[src/hw/slld_pkg.sv]
// Purpose: Shared constants and types for the serial latch loader and dividers.
// Assumes: One 100 MHz clock; serial pins are asynchronous to it.
// Notes:   Field positions refer to the 32-bit serial word, bit 0 first sent last.
`default_nettype none

package slld_pkg;

   localparam int WORD_W      = 32;
   localparam int NUM_LATCH   = 8;
   localparam int SEL_W       = 3;
   localparam int INT_W       = 12;
   localparam int FRACTION_NUMERATOR_W      = 25;
   localparam int FRACTION_NUMERATOR_LO_W   = 13;
   localparam int FRACTION_NUMERATOR_HI_W   = 12;
   localparam int RCNT_W      = 5;
   localparam int CUR_W       = 4;
   localparam int MUX_W       = 4;

   // Latch 0 fields.
   localparam int L0_MUX_LSB  = 27;
   localparam int L0_INT_LSB  = 15;
   localparam int L0_FHI_LSB  = 3;
   // Latch 1 fields.
   localparam int L1_FLO_LSB  = 15;
   // Latch 2 fields.
   localparam int L2_CUR_LSB  = 24;
   localparam int L2_HALF_BIT = 21;
   localparam int L2_DBL_BIT  = 20;
   localparam int L2_RCNT_LSB = 15;

   localparam logic [SEL_W-1:0] SEL_LATCH0 = 3'h0;
   localparam logic [SEL_W-1:0] SEL_LATCH1 = 3'h1;
   localparam logic [SEL_W-1:0] SEL_LATCH2 = 3'h2;

   localparam logic [INT_W-1:0]  INT_MIN      = 12'h017;
   localparam logic [INT_W-1:0]  R_ZERO_RATIO = 12'h020;
   localparam logic [WORD_W-1:0] LATCH_RESET  = 32'h0000_0000;

   // Observation output selections.
   localparam logic [MUX_W-1:0] OBS_LOW     = 4'h0;
   localparam logic [MUX_W-1:0] OBS_HIGH    = 4'h1;
   localparam logic [MUX_W-1:0] OBS_REFDIV  = 4'h2;
   localparam logic [MUX_W-1:0] OBS_FBDIV   = 4'h3;
   localparam logic [MUX_W-1:0] OBS_SERDATA = 4'h4;
   localparam logic [MUX_W-1:0] OBS_POWERED = 4'h5;

   // APB map.
   localparam logic [7:0] APB_CTRL    = 8'h00;
   localparam logic [7:0] APB_STATUS  = 8'h04;
   localparam logic [7:0] APB_INTFRAC = 8'h08;
   localparam logic [7:0] APB_REFCFG  = 8'h0C;
   localparam logic [7:0] APB_LATCH0  = 8'h20;
   localparam logic [7:0] APB_LATCH7  = 8'h3C;
   localparam logic [WORD_W-1:0] CTRL_RESET = 32'h0000_0000;

   typedef struct packed {
      logic [MUX_W-1:0]  muxSel;
      logic [INT_W-1:0]  intVal;
      logic [FRACTION_NUMERATOR_W-1:0] fracVal;
      logic [RCNT_W-1:0] refCount;
      logic              doubler;
      logic              halver;
      logic [CUR_W-1:0]  current;
   } slld_cfg_s;

endpackage : slld_pkg

`default_nettype wire

[src/hw/slld_divider.sv]
// Purpose: Programmable event divider giving one pulse per ratio input ticks.
// Assumes: Ratio is at least one; a new ratio is compared from the next tick, even in the middle of a period.
// Notes:   Used for both the reference counter and the feedback counter.
`default_nettype none

module slld_divider
   import slld_pkg::*;
(
   input  wire logic             mclk,
   input  wire logic             reset_n,
   input  wire logic             run,
   input  wire logic             tick,
   input  wire logic [INT_W-1:0] ratio,
   output var  logic             pulse
);

   logic [INT_W-1:0] count;

   always_ff @(posedge mclk or negedge reset_n) begin
      if (!reset_n) begin
         count <= 12'h000;
         pulse <= 1'b0;
      end else if (!run) begin
         count <= 12'h000;
         pulse <= 1'b0;
      end else begin
         pulse <= 1'b0;
         if (tick) begin
            if (count >= ratio - 12'h001) begin
               count <= 12'h000;
               pulse <= 1'b1;
            end else begin
               count <= count + 12'h001;
            end
         end
      end
   end
endmodule : slld_divider

`default_nettype wire

[src/hw/slld_top.sv]
// Purpose: Serial latch loader with double-buffered divider settings.
// Assumes: Serial clock and load strobe are much slower than mclk.
// Notes:   APB gives readback of the latches and a software power-down.
//
// Summary of operation
// [RULE1] The feedback divider uses any 12-bit integer ratio from 23 to 4095.
// [RULE2] The fraction is a 25-bit numerator over two to the 25th added to the integer ratio; the code drops the carry at integer ratio 4095.
// [RULE3] The 5-bit reference counter divides the reference by 1 to 32.
// [RULE4] The doubler bit doubles the reference and the halver bit halves the counter output.
// [RULE5] Words are 32 bits MSB first, one bit shifted on each serial clock rising edge.
// [RULE6] A load strobe rising edge copies the shift register into the latch named by bits 2 to 0.
// [RULE7] The three select bits are a binary index with bit 2 most significant.
// [RULE8] Low fraction, reference count, doubler, current and halver wait in shadow until latch 0.
// [RULE9] The low fraction lives in latch 1 and the high fraction in latch 0.
// [RULE10] A four-bit field picks the signal driven on the observation output.
// [RULE11] A low chip enable powers down and turns off the charge pump drive.
// [RULE12] All shadowed settings become active together with the latch 0 update.
`default_nettype none

module slld_top
   import slld_pkg::*;
(
   input  wire logic              mclk,
   input  wire logic              reset_n,
   input  wire logic              serClk,
   input  wire logic              serData,
   input  wire logic              load_strobe,
   input  wire logic              chipEnable,
   input  wire logic              refIn,
   input  wire logic              fbIn,
   input  wire logic              psel,
   input  wire logic              penable,
   input  wire logic              pwrite,
   input  wire logic [7:0]        paddr,
   input  wire logic [WORD_W-1:0] pwdata,
   output var  logic [WORD_W-1:0] prdata,
   output var  logic              pready,
   output var  logic              pslverr,
   output var  logic              observation_output,
   output var  logic              cpEnable,
   output var  logic [CUR_W-1:0]  cpCurrent,
   output var  logic              pfdRefPulse,
   output var  logic              pfdFbPulse
);

   ////////////////////////////////////////////////////////////////////////////
   // Pin synchronisers.

   logic [4:0] pinMeta;
   logic [4:0] pinSync;
   logic [4:0] pinLast;

   always_ff @(posedge mclk or negedge reset_n) begin
      if (!reset_n) begin
         pinMeta <= 5'h00;
         pinSync <= 5'h00;
         pinLast <= 5'h00;
      end else begin
         pinMeta <= {fbIn, refIn, chipEnable, load_strobe, serClk};
         pinSync <= pinMeta;
         pinLast <= pinSync;
      end
   end

   logic serRise;
   logic loadRise;
   logic ceSync;
   logic refRise;
   logic refFall;
   logic fbRise;
   logic dataMeta;
   logic dataSync;

   always_ff @(posedge mclk or negedge reset_n) begin
      if (!reset_n) begin
         dataMeta <= 1'b0;
         dataSync <= 1'b0;
      end else begin
         dataMeta <= serData;
         dataSync <= dataMeta;
      end
   end

   assign serRise  = pinSync[0] & ~pinLast[0];
   assign loadRise = pinSync[1] & ~pinLast[1];
   assign ceSync   = pinSync[2];
   assign refRise  = pinSync[3] & ~pinLast[3];
   assign refFall  = ~pinSync[3] & pinLast[3];
   assign fbRise   = pinSync[4] & ~pinLast[4];

   ////////////////////////////////////////////////////////////////////////////
   // Shift register and latches.

   logic [WORD_W-1:0] shiftReg;
   logic [WORD_W-1:0] latchWord [NUM_LATCH];
   logic [SEL_W-1:0]  loadSel;

   // Data is delayed by the same two stages as the clock edge, so it must be stable before the serial clock rises.
   always_ff @(posedge mclk or negedge reset_n) begin
      if (!reset_n) begin
         shiftReg <= LATCH_RESET;
      end else if (serRise) begin
         shiftReg <= {shiftReg[WORD_W-2:0], dataSync}; // [RULE5]
      end
   end

   assign loadSel = shiftReg[SEL_W-1:0]; // [RULE7]

   genvar gi;
   generate
      for (gi = 0; gi < NUM_LATCH; gi++) begin : g_latch
         always_ff @(posedge mclk or negedge reset_n) begin
            if (!reset_n) begin
               latchWord[gi] <= LATCH_RESET;
            end else if (loadRise && loadSel == SEL_W'(gi)) begin
               latchWord[gi] <= shiftReg; // [RULE6]
            end
         end
      end
   endgenerate

   ////////////////////////////////////////////////////////////////////////////
   // Active configuration, refreshed only by a latch 0 load.

   slld_cfg_s cfg;
   slld_cfg_s next_cfg;
   logic      shadowPending;

   always_comb begin
      next_cfg          = cfg;
      next_cfg.muxSel   = shiftReg[L0_MUX_LSB +: MUX_W];
      next_cfg.intVal   = shiftReg[L0_INT_LSB +: INT_W];
      next_cfg.fracVal  = {shiftReg[L0_FHI_LSB +: FRACTION_NUMERATOR_HI_W],
                           latchWord[1][L1_FLO_LSB +: FRACTION_NUMERATOR_LO_W]}; // [RULE9]
      next_cfg.refCount = latchWord[2][L2_RCNT_LSB +: RCNT_W]; // [RULE8]
      next_cfg.doubler  = latchWord[2][L2_DBL_BIT];
      next_cfg.halver   = latchWord[2][L2_HALF_BIT];
      next_cfg.current  = latchWord[2][L2_CUR_LSB +: CUR_W];
   end

   always_ff @(posedge mclk or negedge reset_n) begin
      if (!reset_n) begin
         cfg <= '0;
      end else if (loadRise && loadSel == SEL_LATCH0) begin
         cfg <= next_cfg; // [RULE12]
      end
   end

   always_ff @(posedge mclk or negedge reset_n) begin
      if (!reset_n) begin
         shadowPending <= 1'b0;
      end else if (loadRise && loadSel == SEL_LATCH0) begin
         shadowPending <= 1'b0;
      end else if (loadRise && (loadSel == SEL_LATCH1 || loadSel == SEL_LATCH2)) begin
         shadowPending <= 1'b1; // [RULE8]
      end
   end

   ////////////////////////////////////////////////////////////////////////////
   // APB slave with one wait state.

   logic [WORD_W-1:0] ctrlReg;
   logic              apbAccess;
   logic              running;

   assign apbAccess = psel & penable & ~pready;
   assign running   = ceSync & ~ctrlReg[0]; // [RULE11]

   always_ff @(posedge mclk or negedge reset_n) begin
      if (!reset_n) begin
         pready  <= 1'b0;
         pslverr <= 1'b0;
         prdata  <= 32'h0000_0000;
         ctrlReg <= CTRL_RESET;
      end else begin
         pready  <= apbAccess;
         pslverr <= 1'b0;
         prdata  <= 32'h0000_0000;
         if (apbAccess) begin
            if (pwrite) begin
               if (paddr == APB_CTRL) begin
                  ctrlReg <= {31'h0000_0000, pwdata[0]};
               end else begin
                  pslverr <= 1'b1;
               end
            end else if (paddr == APB_CTRL) begin
               prdata <= ctrlReg;
            end else if (paddr == APB_STATUS) begin
               prdata <= {29'h0000_0000, shadowPending, running, ceSync};
            end else if (paddr == APB_INTFRAC) begin
               prdata <= {cfg.intVal[6:0], cfg.fracVal};
            end else if (paddr == APB_REFCFG) begin
               prdata <= {16'h0000, cfg.muxSel, cfg.current, cfg.halver, cfg.doubler, 1'b0, cfg.refCount};
            end else if (paddr >= APB_LATCH0 && paddr <= APB_LATCH7 && paddr[1:0] == 2'h0) begin
               prdata <= latchWord[paddr[4:2]];
            end else begin
               pslverr <= 1'b1;
            end
         end
      end
   end

   ////////////////////////////////////////////////////////////////////////////
   // Reference path: doubler, counter and halver.

   logic [INT_W-1:0] rRatio;
   logic             refTick;
   logic             rPulse;
   logic             halfPhase;

   assign refTick = cfg.doubler ? (refRise | refFall) : refRise; // [RULE4]
   assign rRatio  = (cfg.refCount == 5'h00) ? R_ZERO_RATIO : {7'h00, cfg.refCount}; // [RULE3]

   slld_divider u_refDiv (
      .mclk    (mclk),
      .reset_n (reset_n),
      .run     (running),
      .tick    (refTick),
      .ratio   (rRatio),
      .pulse   (rPulse)
   );

   always_ff @(posedge mclk or negedge reset_n) begin
      if (!reset_n) begin
         halfPhase   <= 1'b0;
         pfdRefPulse <= 1'b0;
      end else begin
         if (rPulse) begin
            halfPhase <= ~halfPhase;
         end
         pfdRefPulse <= rPulse & (~cfg.halver | halfPhase); // [RULE4]
      end
   end

   ////////////////////////////////////////////////////////////////////////////
   // Feedback path: integer divider steered by a fraction accumulator.

   logic [INT_W-1:0]  intUsed;
   logic [INT_W-1:0]  nRatio;
   logic [FRACTION_NUMERATOR_W-1:0] fracAcc;
   logic [FRACTION_NUMERATOR_W:0]   fracSum;
   logic              fracCarry;
   logic              nPulse;

   assign intUsed = (cfg.intVal < INT_MIN) ? INT_MIN : cfg.intVal; // [RULE1]
   assign nRatio  = fracCarry ? intUsed + 12'h001 : intUsed;
   assign fracSum = {1'b0, fracAcc} + {1'b0, cfg.fracVal};

   // Carry past 4095 would wrap, so the extra cycle is dropped at the top ratio.
   slld_divider u_fbDiv (
      .mclk    (mclk),
      .reset_n (reset_n),
      .run     (running),
      .tick    (fbRise),
      .ratio   ((fracCarry && intUsed != 12'hFFF) ? nRatio : intUsed),
      .pulse   (nPulse)
   );

   always_ff @(posedge mclk or negedge reset_n) begin
      if (!reset_n) begin
         fracAcc    <= 25'h000_0000;
         fracCarry  <= 1'b0;
         pfdFbPulse <= 1'b0;
      end else begin
         pfdFbPulse <= nPulse;
         if (nPulse) begin
            fracAcc   <= fracSum[FRACTION_NUMERATOR_W-1:0]; // [RULE2]
            fracCarry <= fracSum[FRACTION_NUMERATOR_W];
         end
      end
   end

   ////////////////////////////////////////////////////////////////////////////
   // Observation output and charge pump control.

   function automatic logic slld_obs(input logic [MUX_W-1:0] sel, input logic refSig,
                                     input logic fbSig, input logic dataSig, input logic pwrSig);
      logic val;
      val = 1'b0;
      case (sel)
         OBS_LOW:     val = 1'b0;
         OBS_HIGH:    val = 1'b1;
         OBS_REFDIV:  val = refSig;
         OBS_FBDIV:   val = fbSig;
         OBS_SERDATA: val = dataSig;
         OBS_POWERED: val = pwrSig;
         default:     val = 1'b0;
      endcase
      return val;
   endfunction : slld_obs

   always_ff @(posedge mclk or negedge reset_n) begin
      if (!reset_n) begin
         observation_output <= 1'b0;
         cpEnable           <= 1'b0;
         cpCurrent          <= 4'h0;
      end else begin
         observation_output <= slld_obs(cfg.muxSel, rPulse, nPulse, shiftReg[WORD_W-1], running); // [RULE10]
         cpEnable           <= running; // [RULE11]
         cpCurrent          <= cfg.current;
      end
   end
endmodule : slld_top

`default_nettype wire

[config.mk]
export PLATFORM = sky130hd
export DESIGN_NAME = slld_top
export DESIGN_NICKNAME = d
export VERILOG_FILES = /design/src/hw/slld_pkg.sv /design/src/hw/slld_divider.sv /design/src/hw/slld_top.sv
export SDC_FILE = /design/constraint.sdc
export NUM_CORES = 1
export LEC_CHECK = 0
export ABC_AREA = 1
export BUFFER_PORTS_ARGS = -buffer_cell sky130_fd_sc_hd__buf_4
export CAP_MARGIN = 20
export CORE_MARGIN = 2
export CORE_UTILIZATION = 40
export CTS_CLUSTER_DIAMETER = 150
export CTS_CLUSTER_SIZE = 20
export DETAILED_ROUTE_END_ITERATION = 8
export GPL_TIMING_DRIVEN = 0
export MAX_ROUTING_LAYER = met4
export PLACE_DENSITY = 0.62
export SYNTH_ARGS = -nofsm -noshare
export SYNTH_HDL_FRONTEND = slang
export SYNTH_SLANG_ARGS = --single-unit
[constraint.sdc]
create_clock -name mclk -period 10.6 [get_ports mclk]
set_clock_uncertainty 0.2 [all_clocks]
set_input_delay 1.59 -clock mclk [delete_from_list [all_inputs] [get_ports mclk]]
set_output_delay 1.59 -clock mclk [all_outputs]
set_load 0.005 [all_outputs]
==> impl_results.md, run 1 <==
* Outcome: completed
* Die Width at 225 µm
* Gpl congestion at just under 1
* Synth cell types at 49
* Mapped Area at roughly 20,000 µm²
* WL final at a little over 60,000 µm
* Root buf cell: clkbuf_16
* Total grt overflow at 0
* Final ANT Viol Nets at 0
* IO Pins at 93
* Placement Rows at 80
* Initial antenna violation count at 3
* Via/cell ratio at 5.73
* Peak VDD IR at a little over 0.09 mV
* Fin crit period at about 5000 ps
* Pwr dens at 146 nW/µm²
* Via count at between 15,000 and 20,000
* # port buffers at roughly 60
* Layout net count at around 2,400
* DP HPWL at ~45,000 µm
* # setup viols final at 0
* Worst Setup End Kind: register
* FMAX at approximately 200 MHz
* CP Max Fanout at 10
* DRC viols at 0
* Syn_area_per_cell at ~9 µm²
* Kind of critical path: register to register
* Fin Setup TNS at 0 ps
* Vias in the first global route at 16,197
* Maximum capacitance violations at 0
* Core region area at between 40,000 and 50,000 µm²
* Post_cts resized at 0
* Post-CTS Hold Buffers at 0
* Crit path largest cell delay at 470 ps
* Pleak at just under 10 nW
* Syn Inst Count at around 2,200
* Max Buffers Root-to-Sink at 3
* Worst hold path type: register to register
* Clk_lat worst skew at ~590 ps
* Largest net degree at the start of global routing at 106
* EDFF count, synth at 0
* Max-slew headroom at between 30% and 40%
* Worst-Margin Slew at just over 1000 ps
* Final number of max-transition violations at 0
* Yosys warnings at 0
* Die Ht at 225 µm
* Simple-gate portion of the synthesized area at between 15 and 20%
* Fin worst setup slack at about 5600 ps
* WL/cell at roughly 21 µm
* Global-route wire length before repair at slightly below 100,000 µm
* Critical Path Slowest Stage Cell: dfrtp_1
* Sequential cell area fraction in the yosys report at between 50% and 60%
* Mux share of post-synthesis cell area at 0.0577%
* RSZ-0062 raised after global routing: no
* GRT Util Overall at about a quarter
* Die Area at around 51,000 µm²
* WP data required at approximately 11,000 ps
* #FFs+latches synth at between 400 and 500
* Initial DRC count at 1,985
* Compound-Gate Fraction of Synth Area at 19.0%
* Layout cells sized above 1 at between 5 and 6%
* TritonCTS buffer count at 25
* Layout area overhead at 10.3%
* Final period utilization at a little under half
* Post-CTS Setup Inserts at 0
* CP startpoint kind: register
* Final hold viol count at 0
* XOR/XNOR Fraction of Synth Area at under 10%
* Initial Util at roughly two fifths
* Post-synthesis adder-cell area fraction at roughly 3.6%
* Post-synth net total at 2,320
* Crit path top cell by count: nand2_1
* Crit path DAT at ~5200 ps
* Setup WS pre-CTS at between 5000 and 6000 ps
* R2R Setup Slk at about 5600 ps
* DRT Pass-1 Iters at 5
* Clk slew on worst S/H paths at 90 ps
* Clk sinks at about 430
* Main flop type after synthesis: dfrtp_1
* Largest family of logic cells by synthesized area: compound AO/OA/AOI/OAI gates
* Clock H-tree levels at 1
* CTS tree: done
* Ys async rst share at 100%
==> worst paths after layout <==
check	from	to	depth (start not counted)
min in group asynchronous	reset_n	latchWord[25]$_DFFE_PN0P_	1
max	latchWord[244]$_DFFE_PN0P_	u_fbDiv.count[10]$_DFFE_PN0P_	32
min	pinMeta[0]$_DFF_PN0_	pinSync[0]$_DFF_PN0_	0
min reg2reg	pinMeta[0]$_DFF_PN0_	pinSync[0]$_DFF_PN0_	0
max in group asynchronous	reset_n	prdata[8]$_DFF_PN0_	4
max reg2reg	latchWord[244]$_DFFE_PN0P_	u_fbDiv.count[10]$_DFFE_PN0P_	32
==> registers in the layout, indices dropped and copies added (netlist names), 4 cells and up <==
name            flops
shiftReg           32
prdata             32
cfg                24
fracAcc            25
u_refDiv.count     12
pinSync             5
pinMeta             5
pinLast             4
u_fbDiv.count      12
latchWord         256
cpCurrent           4
==> logic make-up (layout without fill, tap and decap cells) <==
kind of cell	Yosys count	count (layout)
multiplexers	1	1
flip-flops	425	425
other	1	3
adder cells (fa/ha/maj)	56	56
buffers and inverters	276	369
AO/OA/AOI/OAI	683	683
AND/OR/NAND/NOR	733	733
XOR/XNOR	38	38
==> layout by cell type (no fill, tap or decap), drive strengths merged, types with 24 or more instances in the layout <==
| master | synthesis | final |
|---|---|---|
| nor2 | 91 | 91 |
| o21ai | 412 | 412 |
| o22ai | 140 | 140 |
| dfrtp | 425 | 425 |
| nand3 | 76 | 76 |
| nand2 | 513 | 513 |
| xor2 | 24 | 24 |
| a21oi | 86 | 86 |
| ha | 55 | 55 |
| clkbuf | 95 | 120 |
| buf | 16 | 81 |
| inv | 164 | 165 |
==> synthesized netlist by cell type (all sizes together), types with 11 or more instances <==
cell | instances | area share (%)
or2 | 16 | 0.51
a21oi | 86 | 2.2
o21ai | 412 | 11
ha | 55 | 3.5
clkbuf | 95 | 1.8
buf | 16 | 0.31
inv | 164 | 3.2
xor2 | 24 | 1.1
nand4 | 11 | 0.35
nand2 | 513 | 10
nand3 | 76 | 2.1
o22ai | 140 | 4.5
dfrtp | 425 | 55
nor3 | 16 | 0.41
xnor2 | 14 | 0.63
nor2 | 91 | 1.9
==> layer usage <==
layer | track usage, % | vias to the layer above | part of all wire, % | wire [µm]
met5 | - | - | 0 | 0
met4 | 7.69 | 0 | 2.9 | 1840
met3 | 4.25 | 119 | 8.0 | 5010
met2 | 39.5 | 716 | 46 | 28400
met1 | 34.8 | 8238 | 43 | 27100
li1 | - | 7674 | - | -
==> metrics by stage <==
step           util [%]  hold WS (ps)  cell area (µm²)  cells  power, mW
2_1_floorplan         -           131            19500   2213       2.01
3_3_place_gp       43.2           133            20700   2889       2.16
3_5_place_dp       43.5           138            20900   2893       2.18
4_1_cts            44.9           156            21500   2921       3.15
5_1_grt            44.9           166            21500   2923       3.26
6_report           44.9           155            21500   2923       3.14
==> critical path, delay by kind of cell, from the launching register on <==
| family | cells | cell delay, ps |
|---|---|---|
| simple gates | 21 | 2370 |
| buf+inv | 5 | 770 |
| fa+ha+maj | 3 | 700 |
| flops | 1 | 470 |
| compound gates | 3 | 310 |
==> area by class of cell <==
cell class                 count  area [µm²]
tap                          615         769
buffer                       111         417
antenna                        2        5.00
multi-input combinational   1512        7840
clock buffer                  25         626
clock inverter                 3        30.0
inverter                     165         619
fill                        4657       26400
timing repair buffer          65         576
sequential                   425       10600
==> power breakdown <==
group	internal, mW	switching, mW	leakage (nW)
Combinational	0.110	0.243	3.54
Sequential	1.73	0.0848	5.82
Clock	0.425	0.549	0.323
Note: power is estimated with default switching activity, not from simulation.
==> run 2: changes to the inputs <==
- ABC_AREA: 1 -> 0
- clock period: 10.6 -> 4.6 ns (I/O delays scaled with it)
==> run 2 against run 1 <==
The flow now finishes with violations (setup timing). Sequential cell count unchanged. Clock power increased by 130%. Wire length decreased by 18%. Total power increased to 2.5 times the previous value. Final area increased by 7.0%. Utilization increased by 0.19 points. Count of clock-buffer cells in the layout unchanged. Sequential share of layout area decreased by 3.2 points. Register-to-register slack got worse by 5600 ps. Synthesized cell count decreased by 27%. Critical path type unchanged. Largest cell class unchanged.
==> impl_results.md, run 2 <==
* Final ANT Viol Nets at 0 (unchanged)
* Max-slew headroom at 37.0% (+5.6 points)
* Fillers at 4,646 (-0.24%)
* GRT Util Overall at 19.8% (-5.8 points)
* Top-count cell post-synth: dfrtp_1
* Share of the synthesized area in the top cell type at 51.6% (-2.9 points)
* Die Ht at 231 µm (+2.7%)
* Die Width at 231 µm (+2.7%)
* IO Pins at 93 (unchanged)
* Area of the multi-input gates at 9500 µm² (+21%)
* Layout area overhead at 11.8%
* Maximum capacitance violations at 0 (unchanged)
* Mapped Area at 20,600 µm² (+5.6%)
* Outcome: complete, but fails checks
* Placement Rows at 83 (+3.8%)
* Die Area at 53,300 µm² (+5.5%)
* Yosys top cell by area: dfrtp_1
* Yosys warnings at 0 (unchanged)
* WL/cell at 21.2 µm (-0.41%)
* #FFs+latches synth at 425 (unchanged)
* Initial Util at 40.3% (-0.37 points)
* Final hold viol count at 0 (unchanged)
* Post-synth net total at 1,719 (-26%)
* Initial DRC count at 976 (-51%)
* Top Family by Delay on Critical Path: compound AO/OA/AOI/OAI gates
* TritonCTS buffer count at 25 (unchanged)
* Critical Path, Cell by Cell: nor4_4, nand2_2, a21oi_2, or2_4, ha_4, nand4_1, o31ai_4, a32oi_2, o41ai_2, and2_1, buf_6, mux2i_2, xnor2_1, ha_2, o21a_1, nor2_1, a211oi_2, a211oi_2, buf_6, clkbuf_16, a21oi_2, a31oi_1
* Peak VDD IR at 0.242 mV (+170%)
* Syn Inst Count at 1,612 (-27%)
* Gpl congestion at 0.930 (-4.0%)
* Global-route wire length before repair at 80,000 µm (-17%)
* Synth cell types at 73 (+49%)
* Worst Setup End Kind: register
* Final Core Density at 45.1% (+0.19 points)
* Ys async rst share at 100% (unchanged)
* Post-synth top cells: dfrtp_1, mux2_2, nor2_1, a21oi_1, mux4_2
* Dpl cell area at 22,000 µm² (+5.4%)
* Max reg flops at 256 (unchanged)
* Vias in the first global route at 13,511 (-17%)
* Core region area at 51,100 µm² (+6.6%)
* Final number of max-transition violations at 0 (unchanged)
* Kind of critical path: register to register
* Initial antenna violation count at 1 (-2)
* Pleak at 10.8 nW (+12%)
* Clk_lat worst skew at 590 ps (about the same)
* DRC viols at 0 (unchanged)
* Syn_area_per_cell at 12.8 µm² (+45%)
* Max Buffers Root-to-Sink at 3 (unchanged)
* Commonest non-fill, non-tap cells in the layout: dfrtp_1, mux2_2, nor2_1
* RSZ-0062 raised after global routing: yes
* Via/cell ratio at 5.58 (-2.6%)
* WL final at 51,100 µm (-18%)
* Layout net count at 1,835 (-24%)
* Biggest regs: latchWord (256), prdata (32), shiftReg (32)
* Area contributors post-synth: dfrtp_1, mux2_2, mux4_2, ha_1, nor2_1
* Worst hold path type: input pin to register
* CP startpoint kind: register
* Failing checks: setup timing
* Critical Path Slowest Stage Cell: dfrtp_2
* Largest net degree at the start of global routing at 126 (+19%)
* EDFF count, synth at 0 (unchanged)
* Final Power at 7.96 mW (+150%)
* FMAX at 217 MHz (+8.3%)
* Main flop type after synthesis: dfrtp_1
* # setup viols final at 1 (+1)
* Clock H-tree levels at 1 (unchanged)
* CTS tree: done
* Crit path DAT at 4890 ps (-340 ps)
* DP HPWL at 37,200 µm (-18%)
* CP bufs+invs at 3 (-2)
* Worst-Margin Slew at 945 ps (-80.2 ps)
* Total grt overflow at 0 (unchanged)
* # port buffers at 58 (-4.9%)
* Largest reg by FF count: latchWord
* Fin worst setup slack at -4.28 ps (-5620 ps)
* Pwr dens at 346 nW/µm² (+140%)
* Layout cells sized above 1 at 31.6% (+26 points)
* WP data required at 4880 ps (-5960 ps)
* Crit path largest cell delay at 460 ps (about the same)
* CP Max Fanout at 7 (-3)
* Leading cell type in the layout, fill and taps excluded: dfrtp_1
* Fin crit period at 4600 ps (-380 ps)
* Final period utilization at 100% (+53 points)
* Clk slew on worst S/H paths at 90 ps (about the same)
* Post-layout instance area at 23,000 µm² (+7.0%)
* Clk sinks at 425 (unchanged)
* Via count at 13,443 (-20%)
* FF+latch area at 10,600 µm² (about the same)
* Root buf cell: clkbuf_16
* Sequential cell area fraction in the yosys report at 51.6% (-2.9 points)
* DRT Pass-1 Iters at 5 (unchanged)
## run 2: area by class of cell
cell class	count	area share, %
well taps	680	3.70
diodes	1	0.0109
plain buffers	112	2.13
clock inverters	2	0.109
flip-flops and latches	425	46.2
repair buffers	89	3.38
clock buffers	25	2.72
inverters	30	0.489
multi-input cells	1045	41.3
## run 2: worst reg2reg max path, delay by kind of cell, from the launching register on
family                   cells  cell delay [ps]
flip-flops                   1              460
XOR/XNOR                     1              160
adder cells (fa/ha/maj)      2              460
AND/OR/NAND/NOR              6             1080
buffers and inverters        3              460
multiplexers                 1              220
AO/OA/AOI/OAI                9             1490
## run 2: per-layer routing
| metal | wire length [µm] | part of all wire (%) | global-route usage, % | up-vias |
|---|---|---|---|---|
| li1 | - | - | - | 6091 |
| met1 | 23300 | 46 | 26.8 | 7018 |
| met2 | 24700 | 48 | 32.4 | 264 |
| met5 | 0 | 0 | - | - |
| met3 | 1900 | 3.7 | 2.01 | 70 |
| met4 | 1170 | 2.3 | 4.74 | 0 |
## run 2: cell families (layout without fill, tap and decap cells)
group | after synthesis | in the layout | synth area share (%)
other cells | 1 | 2 | 0.0182
compound gates | 245 | 245 | 7.81
mux | 402 | 402 | 25.3
simple gates | 311 | 311 | 7.75
buf+inv | 142 | 258 | 2.79
fa+ha+maj | 56 | 56 | 3.44
xor+xnor | 30 | 30 | 1.28
flops | 425 | 425 | 51.6
## run 2: metrics by stage
step                      setup WS [ps]  cells  hold slack, ps  TNS (ps)
final                             -4.28   2409            28.9     -4.28
after floorplan                   0.802   1612             131         0
after CTS                          6.57   2397            2.81         0
after detailed placement           -968   2353             136    -10570
after global routing               -246   2409            1.63     -2630
after global placement            -1580   2350             134   -663470
## run 2: repair_timing
item,in CTS,in global routing
gates resized for setup,20,21
cloned,0,1
endpoints found under the setup margin,13,12
buffers inserted,12,11
hold endpoints to repair,19,0
pin swaps,13,26
hold buffers,5,0
## run 2: final timing paths
check	cells after the start	startpoint	end	slack [ps]
min in group asynchronous	2	reset_n	latchWord[28]$_DFFE_PN0P_	530
max reg2reg	22	latchWord[244]$_DFFE_PN0P_	u_fbDiv.count[6]$_DFFE_PN0P_	-4
min	1	fbIn	pinMeta[4]$_DFF_PN0_	30
min reg2reg	0	pinMeta[1]$_DFF_PN0_	pinSync[1]$_DFF_PN0_	150
max in group asynchronous	4	reset_n	latchWord[235]$_DFFE_PN0P_	2170
max	22	latchWord[244]$_DFFE_PN0P_	u_fbDiv.count[6]$_DFFE_PN0P_	-4
## run 2: where the power goes
part / internal, mW / switching, mW
logic: 0.648 / 0.676
clock network: 0.979 / 1.24
registers: 4.16 / 0.265
